--- config.mk ---
export PLATFORM = sky130hd
export DESIGN_NAME = crt_aux_timing_expansion_ctrl
export DESIGN_NICKNAME = d
export VERILOG_FILES = /design/src/hw/crt_aux_pkg.sv /design/src/hw/sync_delay_line.sv /design/src/hw/crt_aux_timing_expansion_ctrl.sv
export SDC_FILE = /design/constraint.sdc
export NUM_CORES = 1
export LEC_CHECK = 0
export ABC_AREA = 1
export BUFFER_PORTS_ARGS = -buffer_cell sky130_fd_sc_hd__buf_2
export CORE_ASPECT_RATIO = 0.5
export CORE_MARGIN = 4
export CORE_UTILIZATION = 59
export CTS_BUF_LIST = sky130_fd_sc_hd__clkbuf_16
export DETAILED_ROUTE_END_ITERATION = 6
export PLACE_DENSITY_LB_ADDON = 0.2
export SLEW_MARGIN = 20
export SYNTH_ARGS = -nofsm -noshare
export SYNTH_HDL_FRONTEND = slang
export SYNTH_SLANG_ARGS = --single-unit
--- constraint.sdc ---
create_clock -name sys_clk -period 4.6 [get_ports sys_clk]
set_input_delay 0.23 -clock sys_clk [delete_from_list [all_inputs] [get_ports sys_clk]]
set_output_delay 0.23 -clock sys_clk [all_outputs]
set_load 0.02 [all_outputs]
--- src/hw/crt_aux_pkg.sv ---
// holds constants, field layouts and carrier types of the auxiliary timing block
// assumes one clock domain and an indexed host port driven by the bus front end

package crt_aux_pkg;

  // ----------------------------------------------------------------
  // register indices
  // ----------------------------------------------------------------
  localparam logic [7:0] IDX_SERRATION = 8'h39;
  localparam logic [7:0] IDX_HSYNC_DOTS = 8'h3a;
  localparam logic [7:0] IDX_HW_TEST_TWO = 8'h3b;
  localparam logic [7:0] IDX_BLANK_SELECT = 8'h3c;
  localparam logic [7:0] IDX_SCRATCH_A = 8'h3d;
  localparam logic [7:0] IDX_SCRATCH_B = 8'h3e;
  localparam logic [7:0] IDX_SCRATCH_C = 8'h3f;
  localparam logic [7:0] IDX_EXP_CTRL = 8'h9e;

  localparam logic [7:0] REG_RESET = 8'h00;

  // ----------------------------------------------------------------
  // field positions
  // ----------------------------------------------------------------
  localparam int SERR_LSB = 0;
  localparam int SERR_W = 6;
  localparam int DOTS_LSB = 0;
  localparam int SDLY_LSB = 3;
  localparam int BSS_BIT = 5;
  localparam int LCO_BIT = 4;
  localparam int FE_BIT = 7;
  localparam int FORCE_BIT = 6;
  localparam int BANK_BIT = 5;
  localparam int DDA_SRC_BIT = 4;
  localparam int VOFF_SRC_BIT = 3;
  localparam int VEXP_EN_BIT = 2;
  localparam int VCEN_EN_BIT = 1;
  localparam int HCEN_EN_BIT = 0;
  localparam int TBL_LSB = 1;

  // ----------------------------------------------------------------
  // counts and codes
  // ----------------------------------------------------------------
  localparam int SERR_UNIT_CLKS = 4;
  localparam int STD_CHAR_DOTS = 8;
  localparam int HTOTAL_EXTRA = 5;
  localparam int SYNC_DLY_MAX = 5;
  localparam logic [2:0] DOTS_MIN = 3'h2;
  localparam logic [4:0] CHAR_H_LIMIT = 5'h0f;
  localparam logic [2:0] TBL_ALL_ON = 3'h7;
  localparam int VOFF_TBL_SHIFT = 2;

  // ----------------------------------------------------------------
  // carriers
  // ----------------------------------------------------------------
  typedef struct packed {
    logic idx_wr;
    logic data_wr;
    logic data_rd;
    logic [7:0] wdata;
  } host_req_t;

  typedef struct packed {
    logic [9:0] dda_const;
    logic [9:0] dda_table;
    logic table_hit;
    logic [5:0] voff_reg;
    logic [5:0] voff_table;
    logic [6:0] hoff_reg;
  } exp_src_t;

  typedef enum logic [1:0] {
    SERR_IDLE = 2'b01,
    SERR_PULSE = 2'b10
  } serr_state_t;

endpackage

--- src/hw/sync_delay_line.sv ---
// holds the selectable delay line for the horizontal sync
// assumes the input is on the same clock; output is registered
`timescale 1ns/10ps

module sync_delay_line
  import crt_aux_pkg::*;
#(
  parameter int DEPTH = 5
) (
  input wire logic sys_clk,
  input wire logic nrst,
  input wire logic ce,
  input wire logic sig_in,
  input wire logic [2:0] sel,
  output logic sig_out_r
);

  logic [DEPTH:0] taps_r;
  logic tap_sel;

  // values beyond the depth fall back to no delay
  assign tap_sel = (int'(sel) <= DEPTH) ? taps_r[sel] : taps_r[0];

  always_ff @(posedge sys_clk) begin
    if (!nrst) begin
      taps_r <= '0;
      sig_out_r <= 1'b0;
    end else if (ce) begin
      taps_r <= {taps_r[DEPTH-1:0], sig_in};
      sig_out_r <= tap_sel;
    end
  end

endmodule

--- src/hw/crt_aux_timing_expansion_ctrl.sv ---
// holds the auxiliary timing, blanking and expansion control block
// assumes every timing input comes from crtc logic on sys_clk, the video clock
`timescale 1ns/10ps

module crt_aux_timing_expansion_ctrl
  import crt_aux_pkg::*;
(
  input wire logic sys_clk,
  input wire logic nrst,
  input wire logic ce,
  input host_req_t host_req,
  output logic [7:0] rdata_r,
  output logic rd_hit_r,
  input wire logic serration_start,
  output logic serration_r,
  input wire logic hsync_in,
  output logic hsync_out_r,
  input wire logic [7:0] htotal,
  output logic char_tick_r,
  output logic line_end_r,
  input wire logic disp_en,
  input wire logic timing_blank,
  output logic blank_r,
  output logic border_en_r,
  input wire logic [9:0] line_cmp_value,
  input wire logic [9:0] scan_line,
  output logic line_cmp_hit_r,
  input wire logic text_mode,
  input wire logic [4:0] char_height,
  output logic font_repeat_row_r,
  output logic font_insert_bg_r,
  input wire logic vsync_in,
  input wire logic ten_dot_expand,
  input wire logic twelve_dot_expand,
  input wire logic panel_select_reg,
  output logic timing_secondary_r,
  output logic host_secondary_r,
  input exp_src_t exp_src,
  output logic vexp_active_r,
  output logic [9:0] dda_value_r,
  output logic vcenter_active_r,
  output logic [7:0] voffset_r,
  output logic hcenter_active_r,
  output logic [6:0] hshift_r
);

  // ----------------------------------------------------------------
  // register file
  // ----------------------------------------------------------------
  logic [7:0] idx_r;
  logic [7:0] serr_reg_r;
  logic [7:0] dly_reg_r;
  logic [7:0] bsel_reg_r;
  logic [7:0] scr_a_r;
  logic [7:0] scr_b_r;
  logic [7:0] scr_c_r;
  logic [7:0] ctrl_r;

  logic wr_serr;
  logic wr_dly;
  logic wr_bsel;
  logic wr_scr_a;
  logic wr_scr_b;
  logic wr_scr_c;
  logic wr_ctrl;
  logic rd_known;
  logic [7:0] rd_mux;

  assign wr_serr = host_req.data_wr && (idx_r == IDX_SERRATION);
  assign wr_dly = host_req.data_wr && (idx_r == IDX_HSYNC_DOTS);
  assign wr_bsel = host_req.data_wr && (idx_r == IDX_BLANK_SELECT);
  assign wr_scr_a = host_req.data_wr && (idx_r == IDX_SCRATCH_A);
  assign wr_scr_b = host_req.data_wr && (idx_r == IDX_SCRATCH_B);
  assign wr_scr_c = host_req.data_wr && (idx_r == IDX_SCRATCH_C);
  assign wr_ctrl = host_req.data_wr && (idx_r == IDX_EXP_CTRL);

  // reserved bits of the serration and delay registers read back as zero
  assign rd_mux =
    (idx_r == IDX_SERRATION) ? {2'h0, serr_reg_r[5:0]} :
    (idx_r == IDX_HSYNC_DOTS) ? {2'h0, dly_reg_r[5:0]} :
    (idx_r == IDX_BLANK_SELECT) ? bsel_reg_r :
    (idx_r == IDX_SCRATCH_A) ? scr_a_r :
    (idx_r == IDX_SCRATCH_B) ? scr_b_r :
    (idx_r == IDX_SCRATCH_C) ? scr_c_r :
    (idx_r == IDX_EXP_CTRL) ? ctrl_r :
    8'h00;

  assign rd_known = (idx_r == IDX_SERRATION) || (idx_r == IDX_HSYNC_DOTS) ||
    (idx_r == IDX_HW_TEST_TWO) || (idx_r == IDX_BLANK_SELECT) ||
    (idx_r == IDX_SCRATCH_A) || (idx_r == IDX_SCRATCH_B) ||
    (idx_r == IDX_SCRATCH_C) || (idx_r == IDX_EXP_CTRL);

  always_ff @(posedge sys_clk) begin
    if (!nrst) begin
      idx_r <= REG_RESET;
      serr_reg_r <= REG_RESET;
      dly_reg_r <= REG_RESET;
      bsel_reg_r <= REG_RESET;
      scr_a_r <= REG_RESET;
      scr_b_r <= REG_RESET;
      scr_c_r <= REG_RESET;
      ctrl_r <= REG_RESET;
    end else if (ce) begin
      if (host_req.idx_wr) idx_r <= host_req.wdata;
      if (wr_serr) serr_reg_r <= host_req.wdata;
      if (wr_dly) dly_reg_r <= host_req.wdata;
      if (wr_bsel) bsel_reg_r <= host_req.wdata;
      if (wr_scr_a) scr_a_r <= host_req.wdata;
      if (wr_scr_b) scr_b_r <= host_req.wdata;
      if (wr_scr_c) scr_c_r <= host_req.wdata;
      if (wr_ctrl) ctrl_r <= host_req.wdata;
    end
  end

  always_ff @(posedge sys_clk) begin
    if (!nrst) begin
      rdata_r <= 8'h00;
      rd_hit_r <= 1'b0;
    end else if (ce) begin
      rdata_r <= host_req.data_rd ? rd_mux : 8'h00;
      rd_hit_r <= host_req.data_rd && rd_known;
    end
  end

  // ----------------------------------------------------------------
  // serration pulse
  // ----------------------------------------------------------------
  serr_state_t serr_state_r;
  serr_state_t serr_state_nxt;
  logic [7:0] serr_cnt_r;
  logic [7:0] serr_cnt_nxt;
  logic [7:0] serr_len;

  assign serr_len = 8'(serr_reg_r[SERR_LSB +: SERR_W] * SERR_UNIT_CLKS);

  always_comb begin
    serr_state_nxt = serr_state_r;
    serr_cnt_nxt = serr_cnt_r;
    unique case (serr_state_r)
      SERR_IDLE: begin
        if (serration_start && (serr_len != 8'h00)) begin
          serr_state_nxt = SERR_PULSE;
          serr_cnt_nxt = serr_len - 8'h01;
        end
      end
      SERR_PULSE: begin
        if (serr_cnt_r == 8'h00) begin
          serr_state_nxt = SERR_IDLE;
        end else begin
          serr_cnt_nxt = serr_cnt_r - 8'h01;
        end
      end
      default: begin
        serr_state_nxt = SERR_IDLE;
        serr_cnt_nxt = 8'h00;
      end
    endcase
  end

  always_ff @(posedge sys_clk) begin
    if (!nrst) begin
      serr_state_r <= SERR_IDLE;
      serr_cnt_r <= 8'h00;
      serration_r <= 1'b0;
    end else if (ce) begin
      serr_state_r <= serr_state_nxt;
      serr_cnt_r <= serr_cnt_nxt;
      serration_r <= (serr_state_nxt == SERR_PULSE);
    end
  end

  // ----------------------------------------------------------------
  // hsync delay
  // ----------------------------------------------------------------
  sync_delay_line #(
    .DEPTH(SYNC_DLY_MAX)
  ) u_hsync_dly (
    .sys_clk(sys_clk),
    .nrst(nrst),
    .ce(ce),
    .sig_in(hsync_in),
    .sel(dly_reg_r[SDLY_LSB +: 3]),
    .sig_out_r(hsync_out_r)
  );

  // ----------------------------------------------------------------
  // character clock
  // ----------------------------------------------------------------
  logic [2:0] dot_cnt_r;
  logic [8:0] char_cnt_r;
  logic [8:0] last_char;
  logic [2:0] dot_sel;
  logic short_ok;
  logic is_last;
  logic [2:0] dot_last;
  logic char_done;

  assign last_char = 9'({1'b0, htotal} + 9'(HTOTAL_EXTRA) - 9'h001);
  assign dot_sel = dly_reg_r[DOTS_LSB +: 3];
  assign short_ok = (dot_sel >= DOTS_MIN);
  assign is_last = (char_cnt_r >= last_char);
  // only the last character of the line takes the short count
  assign dot_last = (is_last && short_ok) ? (dot_sel - 3'h1) :
    3'(STD_CHAR_DOTS - 1);
  assign char_done = (dot_cnt_r == dot_last);

  always_ff @(posedge sys_clk) begin
    if (!nrst) begin
      dot_cnt_r <= 3'h0;
      char_cnt_r <= 9'h000;
      char_tick_r <= 1'b0;
      line_end_r <= 1'b0;
    end else if (ce) begin
      dot_cnt_r <= char_done ? 3'h0 : dot_cnt_r + 3'h1;
      if (char_done) begin
        char_cnt_r <= is_last ? 9'h000 : char_cnt_r + 9'h001;
      end
      char_tick_r <= char_done;
      line_end_r <= char_done && is_last;
    end
  end

  // ----------------------------------------------------------------
  // blank and line compare
  // ----------------------------------------------------------------
  logic blank_source_select;
  logic blank_nxt;
  logic border_nxt;
  logic [9:0] cmp_eff;

  assign blank_source_select = bsel_reg_r[BSS_BIT];
  assign blank_nxt = blank_source_select ? timing_blank : ~disp_en;
  assign border_nxt = blank_source_select && !timing_blank && !disp_en;
  assign cmp_eff = bsel_reg_r[LCO_BIT] ? {2'h0, line_cmp_value[7:0]} :
    line_cmp_value;

  always_ff @(posedge sys_clk) begin
    if (!nrst) begin
      blank_r <= 1'b0;
      border_en_r <= 1'b0;
      line_cmp_hit_r <= 1'b0;
    end else if (ce) begin
      blank_r <= blank_nxt;
      border_en_r <= border_nxt;
      line_cmp_hit_r <= (scan_line == cmp_eff);
    end
  end

  // ----------------------------------------------------------------
  // font expansion
  // ----------------------------------------------------------------
  logic vexp_en;
  logic font_active;

  assign vexp_en = ctrl_r[VEXP_EN_BIT];
  assign font_active = !ctrl_r[DDA_SRC_BIT] && text_mode && vexp_en &&
    (char_height < CHAR_H_LIMIT);

  always_ff @(posedge sys_clk) begin
    if (!nrst) begin
      font_repeat_row_r <= 1'b0;
      font_insert_bg_r <= 1'b0;
    end else if (ce) begin
      font_repeat_row_r <= font_active && !ctrl_r[FE_BIT];
      font_insert_bg_r <= font_active && ctrl_r[FE_BIT];
    end
  end

  // ----------------------------------------------------------------
  // horizontal shadow set selection
  // ----------------------------------------------------------------
  logic vsync_d_r;
  logic sec_latched_r;
  logic vsync_rise;
  logic sec_want;

  assign vsync_rise = vsync_in && !vsync_d_r;
  assign sec_want = ten_dot_expand || twelve_dot_expand || panel_select_reg;

  always_ff @(posedge sys_clk) begin
    if (!nrst) begin
      vsync_d_r <= 1'b0;
      sec_latched_r <= 1'b0;
      timing_secondary_r <= 1'b0;
      host_secondary_r <= 1'b0;
    end else if (ce) begin
      vsync_d_r <= vsync_in;
      if (vsync_rise) sec_latched_r <= sec_want;
      timing_secondary_r <= ctrl_r[FORCE_BIT] ||
        (vsync_rise ? sec_want : sec_latched_r);
      host_secondary_r <= ctrl_r[BANK_BIT];
    end
  end

  // ----------------------------------------------------------------
  // vertical expansion and centering
  // ----------------------------------------------------------------
  logic tbl_ok;
  logic dda_tbl;
  logic voff_tbl;
  logic vcen_en;
  logic hcen_en;
  logic [9:0] dda_nxt;
  logic [7:0] voff_nxt;

  assign vcen_en = ctrl_r[VCEN_EN_BIT];
  assign hcen_en = ctrl_r[HCEN_EN_BIT];
  assign tbl_ok = (ctrl_r[TBL_LSB +: 3] == TBL_ALL_ON) && exp_src.table_hit;
  assign dda_tbl = ctrl_r[DDA_SRC_BIT] && tbl_ok;
  assign voff_tbl = ctrl_r[VOFF_SRC_BIT] && tbl_ok;
  assign dda_nxt = !vexp_en ? 10'h000 :
    (dda_tbl ? exp_src.dda_table : exp_src.dda_const);
  assign voff_nxt = !vcen_en ? 8'h00 :
    (voff_tbl ? 8'({exp_src.voff_table, 2'h0}) : {2'h0, exp_src.voff_reg});

  always_ff @(posedge sys_clk) begin
    if (!nrst) begin
      vexp_active_r <= 1'b0;
      dda_value_r <= 10'h000;
      vcenter_active_r <= 1'b0;
      voffset_r <= 8'h00;
      hcenter_active_r <= 1'b0;
      hshift_r <= 7'h00;
    end else if (ce) begin
      vexp_active_r <= vexp_en;
      dda_value_r <= dda_nxt;
      vcenter_active_r <= vcen_en;
      voffset_r <= voff_nxt;
      hcenter_active_r <= hcen_en;
      hshift_r <= hcen_en ? exp_src.hoff_reg : 7'h00;
    end
  end

endmodule

-- Word-level counts from Yosys, hierarchy flattened
Cells that the tools add are included.
- flip-flop bits (word level): 138
- input bits: 96
- output and inout bits: 48
- word-level logic and storage cells: 140
- add/subtract/negate cells: 7
- order comparisons: 5
- equal/unequal tests: 16
- muxes and demuxes: 28
- bitwise gates (word level): 1
- reduce and logical (&&, ||, !) cells: 49
- operators with widths (operator ; count):
    two-way mux 8 bit ; 12
    equality test 8 x 6 -> 1 bit (second input constant) ; 7
    two-way mux 10 bit ; 3
    logical AND 1 bit ; 22
    AND reduction 2 bit ; 9
    one-hot mux 8 bit (2 select lines) ; 1
    subtractor 8 x 1 -> 8 bit (second input constant) ; 2
    equality test 10 bit ; 1
    logical OR 1 bit ; 10
    adder 8 x 3 -> 9 bit (second input constant) ; 1
    adder 9 x 1 -> 9 bit (second input constant) ; 1
    greater-or-equal comparator 9 bit ; 1
    two-way mux 9 bit ; 1
    subtractor 9 x 1 -> 9 bit (second input constant) ; 1
    equality test 8 bit (second input constant) ; 1
    logical NOT 8 bit ; 1
    nonzero test 8 bit ; 1
    two-way mux 7 bit ; 1
    two-way mux 3 bit ; 2
    logical NOT 1 bit ; 5
    less-than comparator 5 x 4 -> 1 bit (second input constant) ; 1
    equality test 2 bit (second input constant) ; 2
    less-than comparator 3 x 4 -> 1 bit (second input constant) ; 1
    two-way mux 1 bit ; 4
    13 further kinds ; 15

-- Longest topological paths before layout
Gate-level depths: netlist of the first run.
- word-level depth: 9
- depth in mapped cells: 18
- mapped depth without buffers: 18

-- By module
Synthesis of the first run repeated with hierarchy kept, for this count alone.
- cell total of the unflattened synthesis: 963
- area total of the unflattened synthesis: 6789.0 sq um
- by module, submodules not included (module ; times used ; cells each ; area an instance (sq um) ; sequential area each (sq um)):
    crt_aux_timing_expansion_ctrl ; 1 ; 919 ; 6486.2 ; 2622.5
    sync_delay_line ; 1 ; 44 ; 302.8 ; 140.1

-- Worst setup path before layout of the first run
No wires, ideal clock.
- kind: input -> register
- start: in htotal[2]
- end: reg char_cnt_r[8]
- setup time: 0.134 ns
- arrival time: 2.002 ns
- data required time: 4.466 ns
- setup slack: 2.465 ns
- cell stages on the path: 15
- buffers on the path: 1
- cells stage by stage: ha_1 > nand3_1 > nand3b_1 > ha_1 > a21oi_1 > nand2_1 > nor2_2 > nand2_4 > nand4_1 > nand2_2 > nor2_4 > nand3_2 > buf_6 > nand2_1 > a21oi_1
- word-level cells in the longest chain between the ends: 7
- elaborated cells on any way between the ends: 8
- classes of those cells: add/sub (2); order compare (1); eq/ne (1); mux (2); reduce/logical (2)
- ends and longest elaborated chain (element ; line ; text):
    from (decl) ; crt_aux_timing_expansion_ctrl.sv:18 ; input wire logic [7:0] htotal,
    adder 8 x 3 -> 9 bit * ; crt_aux_timing_expansion_ctrl.sv:198 ; assign last_char = 9'({1'b0, htotal} + 9'(HTOTAL_EXTRA) - 9'h001);
    subtractor 9 x 1 -> 9 bit * ; crt_aux_timing_expansion_ctrl.sv:198 ;
    greater-or-equal comparator 9 bit * ; crt_aux_timing_expansion_ctrl.sv:201 ; assign is_last = (char_cnt_r >= last_char);
    logical AND 1 bit ; crt_aux_timing_expansion_ctrl.sv:203 ; assign dot_last = (is_last && short_ok) ? (dot_sel - 3'h1) :
    two-way mux 3 bit ; crt_aux_timing_expansion_ctrl.sv:203 ;
    equality test 3 bit ; crt_aux_timing_expansion_ctrl.sv:205 ; assign char_done = (dot_cnt_r == dot_last);
    AND reduction 2 bit (no source line) ; -- ;
    to (signal assigned) ; crt_aux_timing_expansion_ctrl.sv:216 ; char_cnt_r <= is_last ? 9'h000 : char_cnt_r + 9'h001;
    to (decl) ; crt_aux_timing_expansion_ctrl.sv:190 ; logic [8:0] char_cnt_r;
Mark *: on every way between the ends. The rest lies on a longest branch, timed or not.
A chain may end at the register's enable or synchronous reset.

-- Final worst setup path of the first run
- start: in htotal[2]
- end: reg char_cnt_r[7]
The elaborated chain is that of the path after synthesis.

==> reports/qor.txt, run 1 <==
Sequential area share after synthesis: 0.4106
Slowest CP cell: ha_1
Clk_lat worst skew: 0.42 ns
Bufs and invs on worst path: 1
Crit Path Class: in -> reg
Main flop type after synthesis: dfxtp_1
Final setup violation count: 0
Critical path depth: 15
Ranking of synthesized cells by area: dfxtp_1, a21oi_1, nand2_1
Reg-to-Reg Start: ctrl_r[2]
Core ar.: 11,080 µm²
Synth cell count leaders: nand2_1, a21oi_1, dfxtp_1, inv_1, nor2_1
Worst min path class: in -> reg
Vias in the first global route: 6,298
Ant. Diodes: 0
Final worst-path cycle share: 0.5212
NumNets Final: 1,175
Post-route ant nets: 0
Vias: 6,772
GRT Max-Usage Layer: met2
Outcome: completed
Area Growth Syn to Fin: 19.58%
MaxCap Viol Count: 0
Fin cells: 1,217
GRT Total Usage: 0.2761
Dpl hpwl: 12,740 µm
Post-synth top area cell: dfxtp_1
Ys async rst share: 0
Top Ports: 144
Pin count of the biggest net entering global routing: 68
Minimum clock period: 2.398 ns
Worst path required time: 4.85 ns
Clock transition at path regs: 0.06 ns
Initial Util: 0.6073
CTS tree: done
GR Util met2: 0.4564
Fmax: 417.1 MHz
I/O Buffers: 143
# DRC: 0
Hold Path Origin: exp_src[11]
Vias/cell: 5.565
Die area: 13,280 µm²
Die W: 159.0 µm
Final hold vios: 0
CP Max Fanout: 15
Placed Cells: 1,186
CP cell instances: buf_2 -> ha_1 -> nand3_1 -> nand3b_1 -> ha_1 -> a21oi_1 -> nand2_1 -> nor2_2 -> nand2_4 -> nand4_1 -> nand2_2 -> nor2_4 -> nand3_2 -> nand2_1 -> a21oi_1
Post-synthesis cell area: 6729 µm²
Final Skew: 0.009353 ns
Share of the synthesized area in the top cell type: 0.4106
Post-CTS sizing: 0
Final wirelength: 18,570 µm
Ratio of cells with drive above 1 in the final layout: 0.2024
Placer Congestion: 0.8517
Hold Path Cell Cnt: 3
First-pass GRT wire length: 30,530 µm
Clock Sinks: 138
Slew @ Worst Pin: 0.7983 ns
Die Y: 83.52 µm
# Post-CTS Setup Buffers: 0
Syn Nets: 1,047
CTS hold repair buffers: 0
R2R depth: 6
Critical path's top delay family: simple AND/OR/NAND/NOR gates
CP max stage delay: 0.32 ns
Gr ovfl total: 0
Setup TNS: 0 ns
Power per cell area: 345.6 nW/µm²
Warnings from Yosys: 0
Fin. max-slew vios: 0
Crit path DAT: 2.65 ns
1st-iter DRT viols: 612
CTS H-tree depth: 4
RSZ-0062 raised after global routing: no
Row cnt: 27
Worst setup EP type: register
Initial antenna violation count: 0
Count leader, synth: nand2_1
CTS root buffer: clkbuf_16
Peak supply drop: 0.0003051 V
1st-pass router iterations: 7
Post-synthesis register bit count: 138
Crit path from: htotal[2]
Synthesized instance count: 932
Worst Setup Start Kind: input pin
Post-synth EDFFs: 0
Met1 Use GR: 0.3662
Clk buf depth: 2
TritonCTS Buffers: 17
Leak Pwr: 3.393 nW
Unique masters post-synth: 44
Syn_area_per_cell: 7.220 µm²
Met3 Usage GRT: 0.06907
Wire per inst: 15.26 µm
Relative slew slack: 0.4670
## metrics by stage
| stage | area (µm²) | util | hold slack (ns) | power [mW] | setup slack (ns) |
|---|---|---|---|---|---|
| 3_5_place_dp | 7470 | 0.6741 | 0.4427 | 1.467 | 1.789 |
| 6_report | 8046 | 0.7262 | 0.08048 | 2.781 | 2.202 |
| 4_1_cts | 8046 | 0.7262 | 0.07238 | 2.782 | 2.192 |
| 5_1_grt | 8046 | 0.7262 | 0.07766 | 2.878 | 1.936 |
| 2_1_floorplan | 6729 | - | 0.3649 | 1.382 | 2.465 |
| 3_3_place_gp | 7470 | 0.6741 | 0.4292 | 1.461 | 1.911 |
## final timing paths
| path | endpoint | slack [ns] |
|---|---|---|
| max | char_cnt_r[7] | 2.20 |
| min | voffset_r[6] | 0.08 |
| max reg2reg | dda_value_r[5] | 2.22 |
| min reg2reg | bsel_reg_r[7] | 0.45 |
## kinds of logic (layout without fill, tap and decap cells)
logic type / after synthesis / after routing / synth area share
flip-flops: 138 / 138 / 0.4106
AND/OR/NAND/NOR: 325 / 325 / 0.2161
AO/OA/AOI/OAI: 281 / 281 / 0.2202
XOR/XNOR: 23 / 23 / 0.02994
buffers and inverters: 146 / 286 / 0.08795
adder cells (fa/ha/maj): 19 / 19 / 0.03533
## routing by layer
| metal | part of all wire | wire [µm] |
|---|---|---|
| met5 | 0 | 0 |
| met1 | 0.45 | 8413 |
| met3 | 0.072 | 1345 |
| met4 | 0.014 | 263 |
| met2 | 0.46 | 8544 |
## cell usage in the layout (no fill, tap or decap), types with 2 or more instances in the layout
master      synthesis  final
inv_1              94     93
o21bai_1            2      2
ha_1               19     19
nand2_2             9      9
clkinvlp_4          0      2
o21ai_0            75     75
inv_2              14     14
nor2_1             84     84
nor3_2              2      2
nand3_1            33     33
nor2_4              2      2
nor3_1              9      9
clkinv_4            0      6
a21oi_1           139    139
a211oi_1            7      7
nor2_2              4      4
xor2_1             17     17
o211ai_1            5      5
nand2_1           153    153
bufinv_16           0      2
clkbuf_16           0     17
nor4_1              2      2
dfxtp_1           138    138
a31oi_1             3      3
buf_4               2      4
nand4_2             2      2
buf_2               5    143
o21ai_1            32     32
o21a_1              2      2
xnor2_1             6      6
o22ai_1            11     11
clkinv_2            0      3
nand4_1            17     17
## worst register-to-register path: cells and delay by family, from the launching register on
family / cells / cell delay, ns
AND/OR/NAND/NOR: 2 / 1.02
AO/OA/AOI/OAI: 3 / 0.45
flip-flops: 1 / 0.44
buffers and inverters: 1 / 0.35
## final cells by class
type	count	area (µm²)
clock buffers	17	425.4
clock inverters	14	151.4
fillers	877	3034
inverters	108	405.4
multi-input cells	648	3374
flip-flops and latches	138	2763
well taps	145	181.4
repair buffers	147	745.7
## flip-flops by register name (all words and copies together) (netlist names), 2 cells and up
name                flops
serr_cnt_r              8
serr_reg_r              6
dly_reg_r               6
scr_c_r                 8
dot_cnt_r               3
scr_a_r                 8
bsel_reg_r              8
dda_value_r            10
ctrl_r                  8
hshift_r                7
char_cnt_r              9
scr_b_r                 8
u_hsync_dly.taps_r      6
serr_state_r            2
rdata_r                 8
idx_r                   8
voffset_r               8
## report_power, final
| group | internal [mW] | switching (mW) |
|---|---|---|
| Sequential | 1.21 | 0.0153 |
| Combinational | 0.0801 | 0.137 |
| Clock | 0.798 | 0.537 |
No activity file was read; power rests on OpenSTA's default activity.
==> run 2: changes to the inputs <==
--- a/config.mk
+++ b/config.mk
@@ -9,7 +9,7 @@
 export BUFFER_PORTS_ARGS = -buffer_cell sky130_fd_sc_hd__buf_2
 export CORE_ASPECT_RATIO = 0.5
 export CORE_MARGIN = 4
-export CORE_UTILIZATION = 59
+export CORE_UTILIZATION = 55
 export CTS_BUF_LIST = sky130_fd_sc_hd__clkbuf_16
 export DETAILED_ROUTE_END_ITERATION = 6
 export PLACE_DENSITY_LB_ADDON = 0.2
==> constraint.sdc (replaced) <==
create_clock -name sys_clk -period 2.4 [get_ports sys_clk]
set_input_delay 0.12 -clock sys_clk [delete_from_list [all_inputs] [get_ports sys_clk]]
set_output_delay 0.12 -clock sys_clk [all_outputs]
set_load 0.02 [all_outputs]
==> run 2 against run 1 <==
Against the previous run:
- largest power group unchanged
- critical path type is now reg -> reg
- first-iteration DRC count is 5.7% lower
- clock skew shrank 0.0017 ns
- die area increased by 6.7%
==> reports/qor.txt, run 2 (synthesis results as in run 1) <==
Gr ovfl total: 0 (unchanged)
Fin. max-slew vios: 0 (unchanged)
Top Ports: 144 (unchanged)
Net Sw Frac: 0.2445 (was 0.2479)
CTS hold repair buffers: 21 (was 0)
CTS H-tree depth: 4 (unchanged)
Comb pwr share: 0.082 (was 0.078)
CP cell instances: inv_1 -> ha_1 -> nand2_1 -> nor2_1 -> nand3_1 -> a21oi_1 -> nor2_1 -> nand2_1 -> nor2_2 -> nand2_1 -> a21oi_1 (was buf_2 -> ha_1 -> nand3_1 -> nand3b_1 -> ha_1 -> a21oi_1 -> nand2_1 -> nor2_2 -> nand2_4 -> nand4_1 -> nand2_2 -> nor2_4 -> nand3_2 -> nand2_1 -> a21oi_1)
Final hold vios: 0 (unchanged)
Sequential power share: 0.430 (was 0.442)
Crit path DAT: 2.44 ns (was 2.65 ns)
Clk buf depth: 2 (unchanged)
Peak supply drop: 0.0005536 V (was 0.0003051 V)
RSZ-0062 raised after global routing: no (unchanged)
Final Cell Area: 8356 µm² (was 8046 µm²)
Power per cell area: 656.1 nW/µm² (was 345.6 nW/µm²)
Internal power: 4.142 mW (was 2.092 mW)
First-pass GRT wire length: 31,400 µm (was 30,530 µm)
Worst setup EP type: register (unchanged)
Commonest cells after routing, fill and taps aside: nand2_1, buf_2, a21oi_1 (unchanged)
1st-iter DRT viols: 577 (was 612)
Dpl hpwl: 13,310 µm (was 12,740 µm)
Clock Sinks: 138 (unchanged)
Post-route ant nets: 0 (unchanged)
Vias/cell: 5.438 (was 5.565)
Vias: 6,879 (was 6,772)
Hold worst-path end: dda_value_r[9] (was voffset_r[6])
Reg-to-Reg Start: serr_reg_r[0] (was ctrl_r[2])
TritonCTS Buffers: 17 (unchanged)
Final worst-path cycle share: 0.8727
Placer Congestion: 0.9039 (was 0.8517)
Clk network pwr share: 0.488 (was 0.480)
Minimum clock period: 2.095 ns
Setup TNS: 0 ns (unchanged)
# DRC: 0 (unchanged)
Slew @ Worst Pin: 0.6254 ns (was 0.7983 ns)
Top cell by count, worst path: nand2_1
Wire per inst: 15.31 µm (was 15.26 µm)
Vias in the first global route: 6,626 (was 6,298)
Die area: 14,180 µm² (was 13,280 µm²)
Top reg by flops: dda_value_r (unchanged)
Final Skew: 0.007640 ns (was 0.009353 ns)
Initial Util: 0.5666 (was 0.6073)
Final setup violation count: 0 (unchanged)
R2R depth: 11 (was 6)
Critical path's top delay family: simple AND/OR/NAND/NOR gates (unchanged)
CTS root buffer: clkbuf_16 (unchanged)
Max reg flops: 10 (unchanged)
Initial antenna violation count: 0 (unchanged)
Ratio of cells with drive above 1 in the final layout: 0.2027 (was 0.2024)
Final wirelength: 19,370 µm (was 18,570 µm)
Overall Power: 5.482 mW (was 2.781 mW)
Post-CTS sizing: 0 (unchanged)
Dpl cell area: 7547 µm² (was 7470 µm²)
I/O Buffers: 143 (unchanged)
Pin count of the biggest net entering global routing: 67 (was 68)
MaxCap Viol Count: 0 (unchanged)
FF/Latch Area: 2763 µm² (unchanged)
CTS tree: done (unchanged)
CP Max Fanout: 9 (was 15)
Leak Pwr: 3.520 nW (was 3.393 nW)
Area Growth Syn to Fin: 24.17% (was 19.58%)
Most common cell after layout, fill and taps aside: nand2_1 (unchanged)
Fillcell total: 943 (was 877)
Hold Path Origin: exp_src[39] (was exp_src[11])
CP max stage delay: 0.37 ns (was 0.32 ns)
Top Registers: dda_value_r (10), char_cnt_r (9) (unchanged)
Post-route core utilization: 0.7035 (was 0.7262)
Worst R2R End: serr_cnt_r[2] (was dda_value_r[5])
Worst min path class: in -> reg (unchanged)
Worst Setup Start Kind: register (was input pin)
Clock transition at path regs: 0.06 ns (about the same)
Relative slew slack: 0.5831 (was 0.4670)
Worst path required time: 2.75 ns (was 4.85 ns)
Crit Path Class: reg -> reg (was in -> reg)
Core ar.: 11,880 µm² (was 11,080 µm²)
Fmax: 477.4 MHz
1st-pass router iterations: 5 (was 7)
Multi-input logic area: 3374 µm² (unchanged)
P_sw: 1.340 mW (was 0.6894 mW)
Die W: 164.4 µm (was 159.0 µm)
Reg2reg setup slack: 0.31 ns (was 2.22 ns)
# Post-CTS Setup Buffers: 0 (unchanged)
Die Y: 86.22 µm (was 83.52 µm)
Outcome: completed (unchanged)
Slowest CP cell: nor2_2 (was ha_1)
NumNets Final: 1,203 (was 1,175)
Hold Path Cell Cnt: 3 (unchanged)
Row cnt: 28 (was 27)
GRT Total Usage: 0.2747 (was 0.2761)
Bufs and invs on worst path: 1 (unchanged)
Clk_lat worst skew: 0.42 ns (about the same)
Ant. Diodes: 0 (unchanged)
## run 2: area by class of cell
cell class,count,share of cell area
Sequential cell,138,0.3306
Clock buffer,17,0.05091
Tap cell,165,0.02471
Timing Repair Buffer,175,0.1207
Multi-Input combinational cell,648,0.4039
Clock inverter,14,0.02066
Inverter,108,0.04852
## run 2: how the worst max path moves through the flow
stage	from	cells after the start	slack, ns	end
after detailed placement	htotal[2]	17	0.02	char_cnt_r[3]
after CTS	char_cnt_r[2]	14	0.30	char_cnt_r[7]
after global placement	htotal[2]	15	0.1	dot_cnt_r[0]
after floorplan	htotal[2]	15	0.37	char_cnt_r[8]
final	serr_reg_r[0]	11	0.31	serr_cnt_r[2]
after global routing	char_cnt_r[2]	14	0.09	dot_cnt_r[0]
## run 2: worst reg2reg max path, stage by stage, from the launching register on
cell and delay, ns:
dfxtp_1 0.36, inv_1 0.10, ha_1 0.23, nand2_1 0.10, nor2_1 0.06, nand3_1 0.11
a21oi_1 0.10, nor2_1 0.10, nand2_1 0.24, nor2_2 0.37, nand2_1 0.10, a21oi_1 0.15
## run 2: stage by stage
step,worst slack [ns],hold WS (ns),std cells
after global routing,0.08681,0.008691,1265
after CTS,0.2959,0.002827,1265
after detailed placement,0.02350,0.3952,1213
after global placement,0.09526,0.3903,1213
after floorplan,0.3745,0.2549,932
final,0.3054,0.003921,1265
## run 2: power groups by stage
stage / clock (mW) / sequential (mW) / combinational [mW]
CTS: 2.69 / 2.35 / 0.444
global placement: 0 / 2.40 / 0.405
global route: 2.81 / 2.36 / 0.505
finish: 2.67 / 2.36 / 0.452
floorplan: 0 / 2.41 / 0.241
detailed placement: 0 / 2.40 / 0.415
## run 2: metal layers
metal  GRT usage  vias to the layer above  routed length [µm]
met5           0                        -                   0
met4     0.07774                        0                 342
met3     0.06888                       36                1311
met2      0.4571                      237                9177
met1      0.3591                     3181                8538
li1            -                     3425                   -
==> run 3: changes to the inputs <==
--- a/config.mk
+++ b/config.mk
@@ -10,10 +10,8 @@
 export CORE_ASPECT_RATIO = 0.5
 export CORE_MARGIN = 4
 export CORE_UTILIZATION = 55
-export CTS_BUF_LIST = sky130_fd_sc_hd__clkbuf_16
 export DETAILED_ROUTE_END_ITERATION = 6
 export PLACE_DENSITY_LB_ADDON = 0.2
-export SLEW_MARGIN = 20
 export SYNTH_ARGS = -nofsm -noshare
 export SYNTH_HDL_FRONTEND = slang
 export SYNTH_SLANG_ARGS = --single-unit
==> run 3 against run 2 <==
Against the previous run:
- sequential share of layout area barely moved
- global-route usage about the same
- clock power increased by 1%
- combinational power about the same
- first-iteration DRC count is 6.2% lower
==> reports/qor.txt, run 3 (synthesis results as in run 1) <==
Slew @ Worst Pin: 0.6153 ns (was 0.6254 ns)
Power per cell area: 658.9 nW/µm² (was 656.1 nW/µm²)
Clk_lat worst skew: 0.42 ns (about the same)
Hold Path Cell Cnt: 3 (unchanged)
Leak Pwr: 3.525 nW (was 3.520 nW)
Top Registers: dda_value_r (10), char_cnt_r (9) (unchanged)
Top reg by flops: dda_value_r (unchanged)
I/O Buffers: 143 (unchanged)
Post-CTS sizing: 0 (unchanged)
NumNets Final: 1,203 (unchanged)
Post-route ant nets: 0 (unchanged)
1st-pass router iterations: 6 (was 5)
First-pass GRT wire length: 31,380 µm (was 31,400 µm)
CTS H-tree depth: 4 (unchanged)
GR Util met2: 0.4579 (was 0.4571)
CTS root buffer: clkbuf_16 (unchanged)
Minimum clock period: 2.102 ns (was 2.095 ns)
Final worst-path cycle share: 0.8759 (was 0.8727)
Vias: 6,938 (was 6,879)
CP Max Fanout: 9 (unchanged)
CTS tree: done (unchanged)
Commonest cells after routing, fill and taps aside: nand2_1, buf_2, a21oi_1 (unchanged)
GRT Total Usage: 0.2746 (was 0.2747)
Peak supply drop: 0.0004842 V (was 0.0005536 V)
Fillcell total: 948 (was 943)
TritonCTS Buffers: 17 (unchanged)
Fin cells: 1,265 (unchanged)
Gr ovfl total: 0 (unchanged)
Die area: 14,180 µm² (unchanged)
Placed Cells: 1,213 (unchanged)
Worst setup EP type: register (unchanged)
Worst R2R End: serr_cnt_r[2] (unchanged)
Core ar.: 11,880 µm² (unchanged)
Setup TNS: 0 ns (unchanged)
MaxCap Viol Count: 0 (unchanged)
Row cnt: 28 (unchanged)
Hold worst-path end: dda_value_r[9] (unchanged)
Crit path DAT: 2.45 ns (was 2.44 ns)
GRT Max-Usage Layer: met2 (unchanged)
Initial Util: 0.5666 (unchanged)
Vias in the first global route: 6,584 (was 6,626)
R2R depth: 11 (unchanged)
Worst Setup Start Kind: register (unchanged)
Final hold vios: 0 (unchanged)
Die Y: 86.22 µm (unchanged)
Top Ports: 144 (unchanged)
Dpl hpwl: 13,310 µm (unchanged)
Final Skew: 0.008160 ns (was 0.007640 ns)
# DRC: 0 (unchanged)
Wire per inst: 15.28 µm (was 15.31 µm)
Worst min path class: in -> reg (unchanged)
Vias/cell: 5.485 (was 5.438)
Ratio of cells with drive above 1 in the final layout: 0.2036 (was 0.2027)
Clock transition at path regs: 0.06 ns (about the same)
Met3 Usage GRT: 0.06651 (was 0.06888)
Pin count of the biggest net entering global routing: 67 (unchanged)
RSZ-0062 raised after global routing: no (unchanged)
Area Growth Syn to Fin: 24.32% (was 24.17%)
Outcome: completed (unchanged)
CTS hold repair buffers: 21 (unchanged)
Ant. Diodes: 0 (unchanged)
Reg-to-Reg Start: serr_reg_r[0] (unchanged)
Reg2reg setup slack: 0.30 ns (was 0.31 ns)
Initial antenna violation count: 0 (unchanged)
Final setup violation count: 0 (unchanged)
Hold slack final: 0.003431 ns (was 0.003921 ns)
Relative slew slack: 0.5886 (was 0.5831)
Max reg flops: 10 (unchanged)
1st-iter DRT viols: 541 (was 577)
Fin. max-slew vios: 0 (unchanged)
Placer Congestion: 0.9039 (unchanged)
Worst path required time: 2.75 ns (about the same)
# Post-CTS Setup Buffers: 0 (unchanged)
Met1 Use GR: 0.3629 (was 0.3591)
Fmax: 475.7 MHz (was 477.4 MHz)
Hold Path Origin: exp_src[39] (unchanged)
Crit Path Class: reg -> reg (unchanged)
Die W: 164.4 µm (unchanged)
Clock Sinks: 138 (unchanged)
Clk buf depth: 2 (unchanged)
Most common cell after layout, fill and taps aside: nand2_1 (unchanged)
Final wirelength: 19,330 µm (was 19,370 µm)
run 3: area by class of cell:
cell class | count | area, µm² | area share
Multi-Input combinational cell | 648 | 3374 | 0.4034
Sequential cell | 138 | 2763 | 0.3302
Timing Repair Buffer | 175 | 1008 | 0.1206
Clock buffer | 18 | 439.2 | 0.05250
Inverter | 108 | 405.4 | 0.04846
Tap cell | 165 | 206.4 | 0.02468
Clock inverter | 13 | 168.9 | 0.02019
run 3: critical path: stages (launching register included):
cell and delay, ns:
dfxtp_1 0.36, inv_1 0.10, ha_1 0.23, nand2_1 0.10
nor2_1 0.06, nand3_1 0.12, a21oi_1 0.10, nor2_1 0.10
nand2_1 0.24, nor2_2 0.38, nand2_1 0.10, a21oi_1 0.15
run 3: stage by stage:
stage | instance area [µm²] | worst slack, ns | util | power, mW
after floorplan | 6729 | 0.3745 | - | 2.648
after global placement | 7547 | 0.09526 | 0.6355 | 2.808
after detailed placement | 7547 | 0.02350 | 0.6355 | 2.820
after CTS | 8366 | 0.2959 | 0.7044 | 5.522
after global routing | 8366 | 0.08728 | 0.7044 | 5.698
final | 8366 | 0.2979 | 0.7044 | 5.512
run 3: how the worst max path moves through the flow:
stage | startpoint | slack (ns) | endpoint | cells after the start
after floorplan | htotal[2] | 0.37 | char_cnt_r[8] | 15
after global placement | htotal[2] | 0.1 | dot_cnt_r[0] | 15
after detailed placement | htotal[2] | 0.02 | char_cnt_r[3] | 17
after CTS | char_cnt_r[2] | 0.30 | char_cnt_r[7] | 14
after global routing | char_cnt_r[2] | 0.09 | dot_cnt_r[0] | 14
final | serr_reg_r[0] | 0.30 | serr_cnt_r[2] | 11
run 3: power breakdown:
part / switching, mW / internal, mW / leakage (nW)
registers: 0.0289 / 2.33 / 1.12
logic: 0.271 / 0.180 / 2.12
clock network: 1.04 / 1.67 / 0.291
total: 1.34 / 4.17 / 3.53
run 3: layer usage:
layer | routed length [µm] | vias to the layer above
li1 | - | 3430
met1 | 8575 | 3234
met2 | 9184 | 240
met3 | 1279 | 34
met4 | 291 | 0
met5 | 0 | -
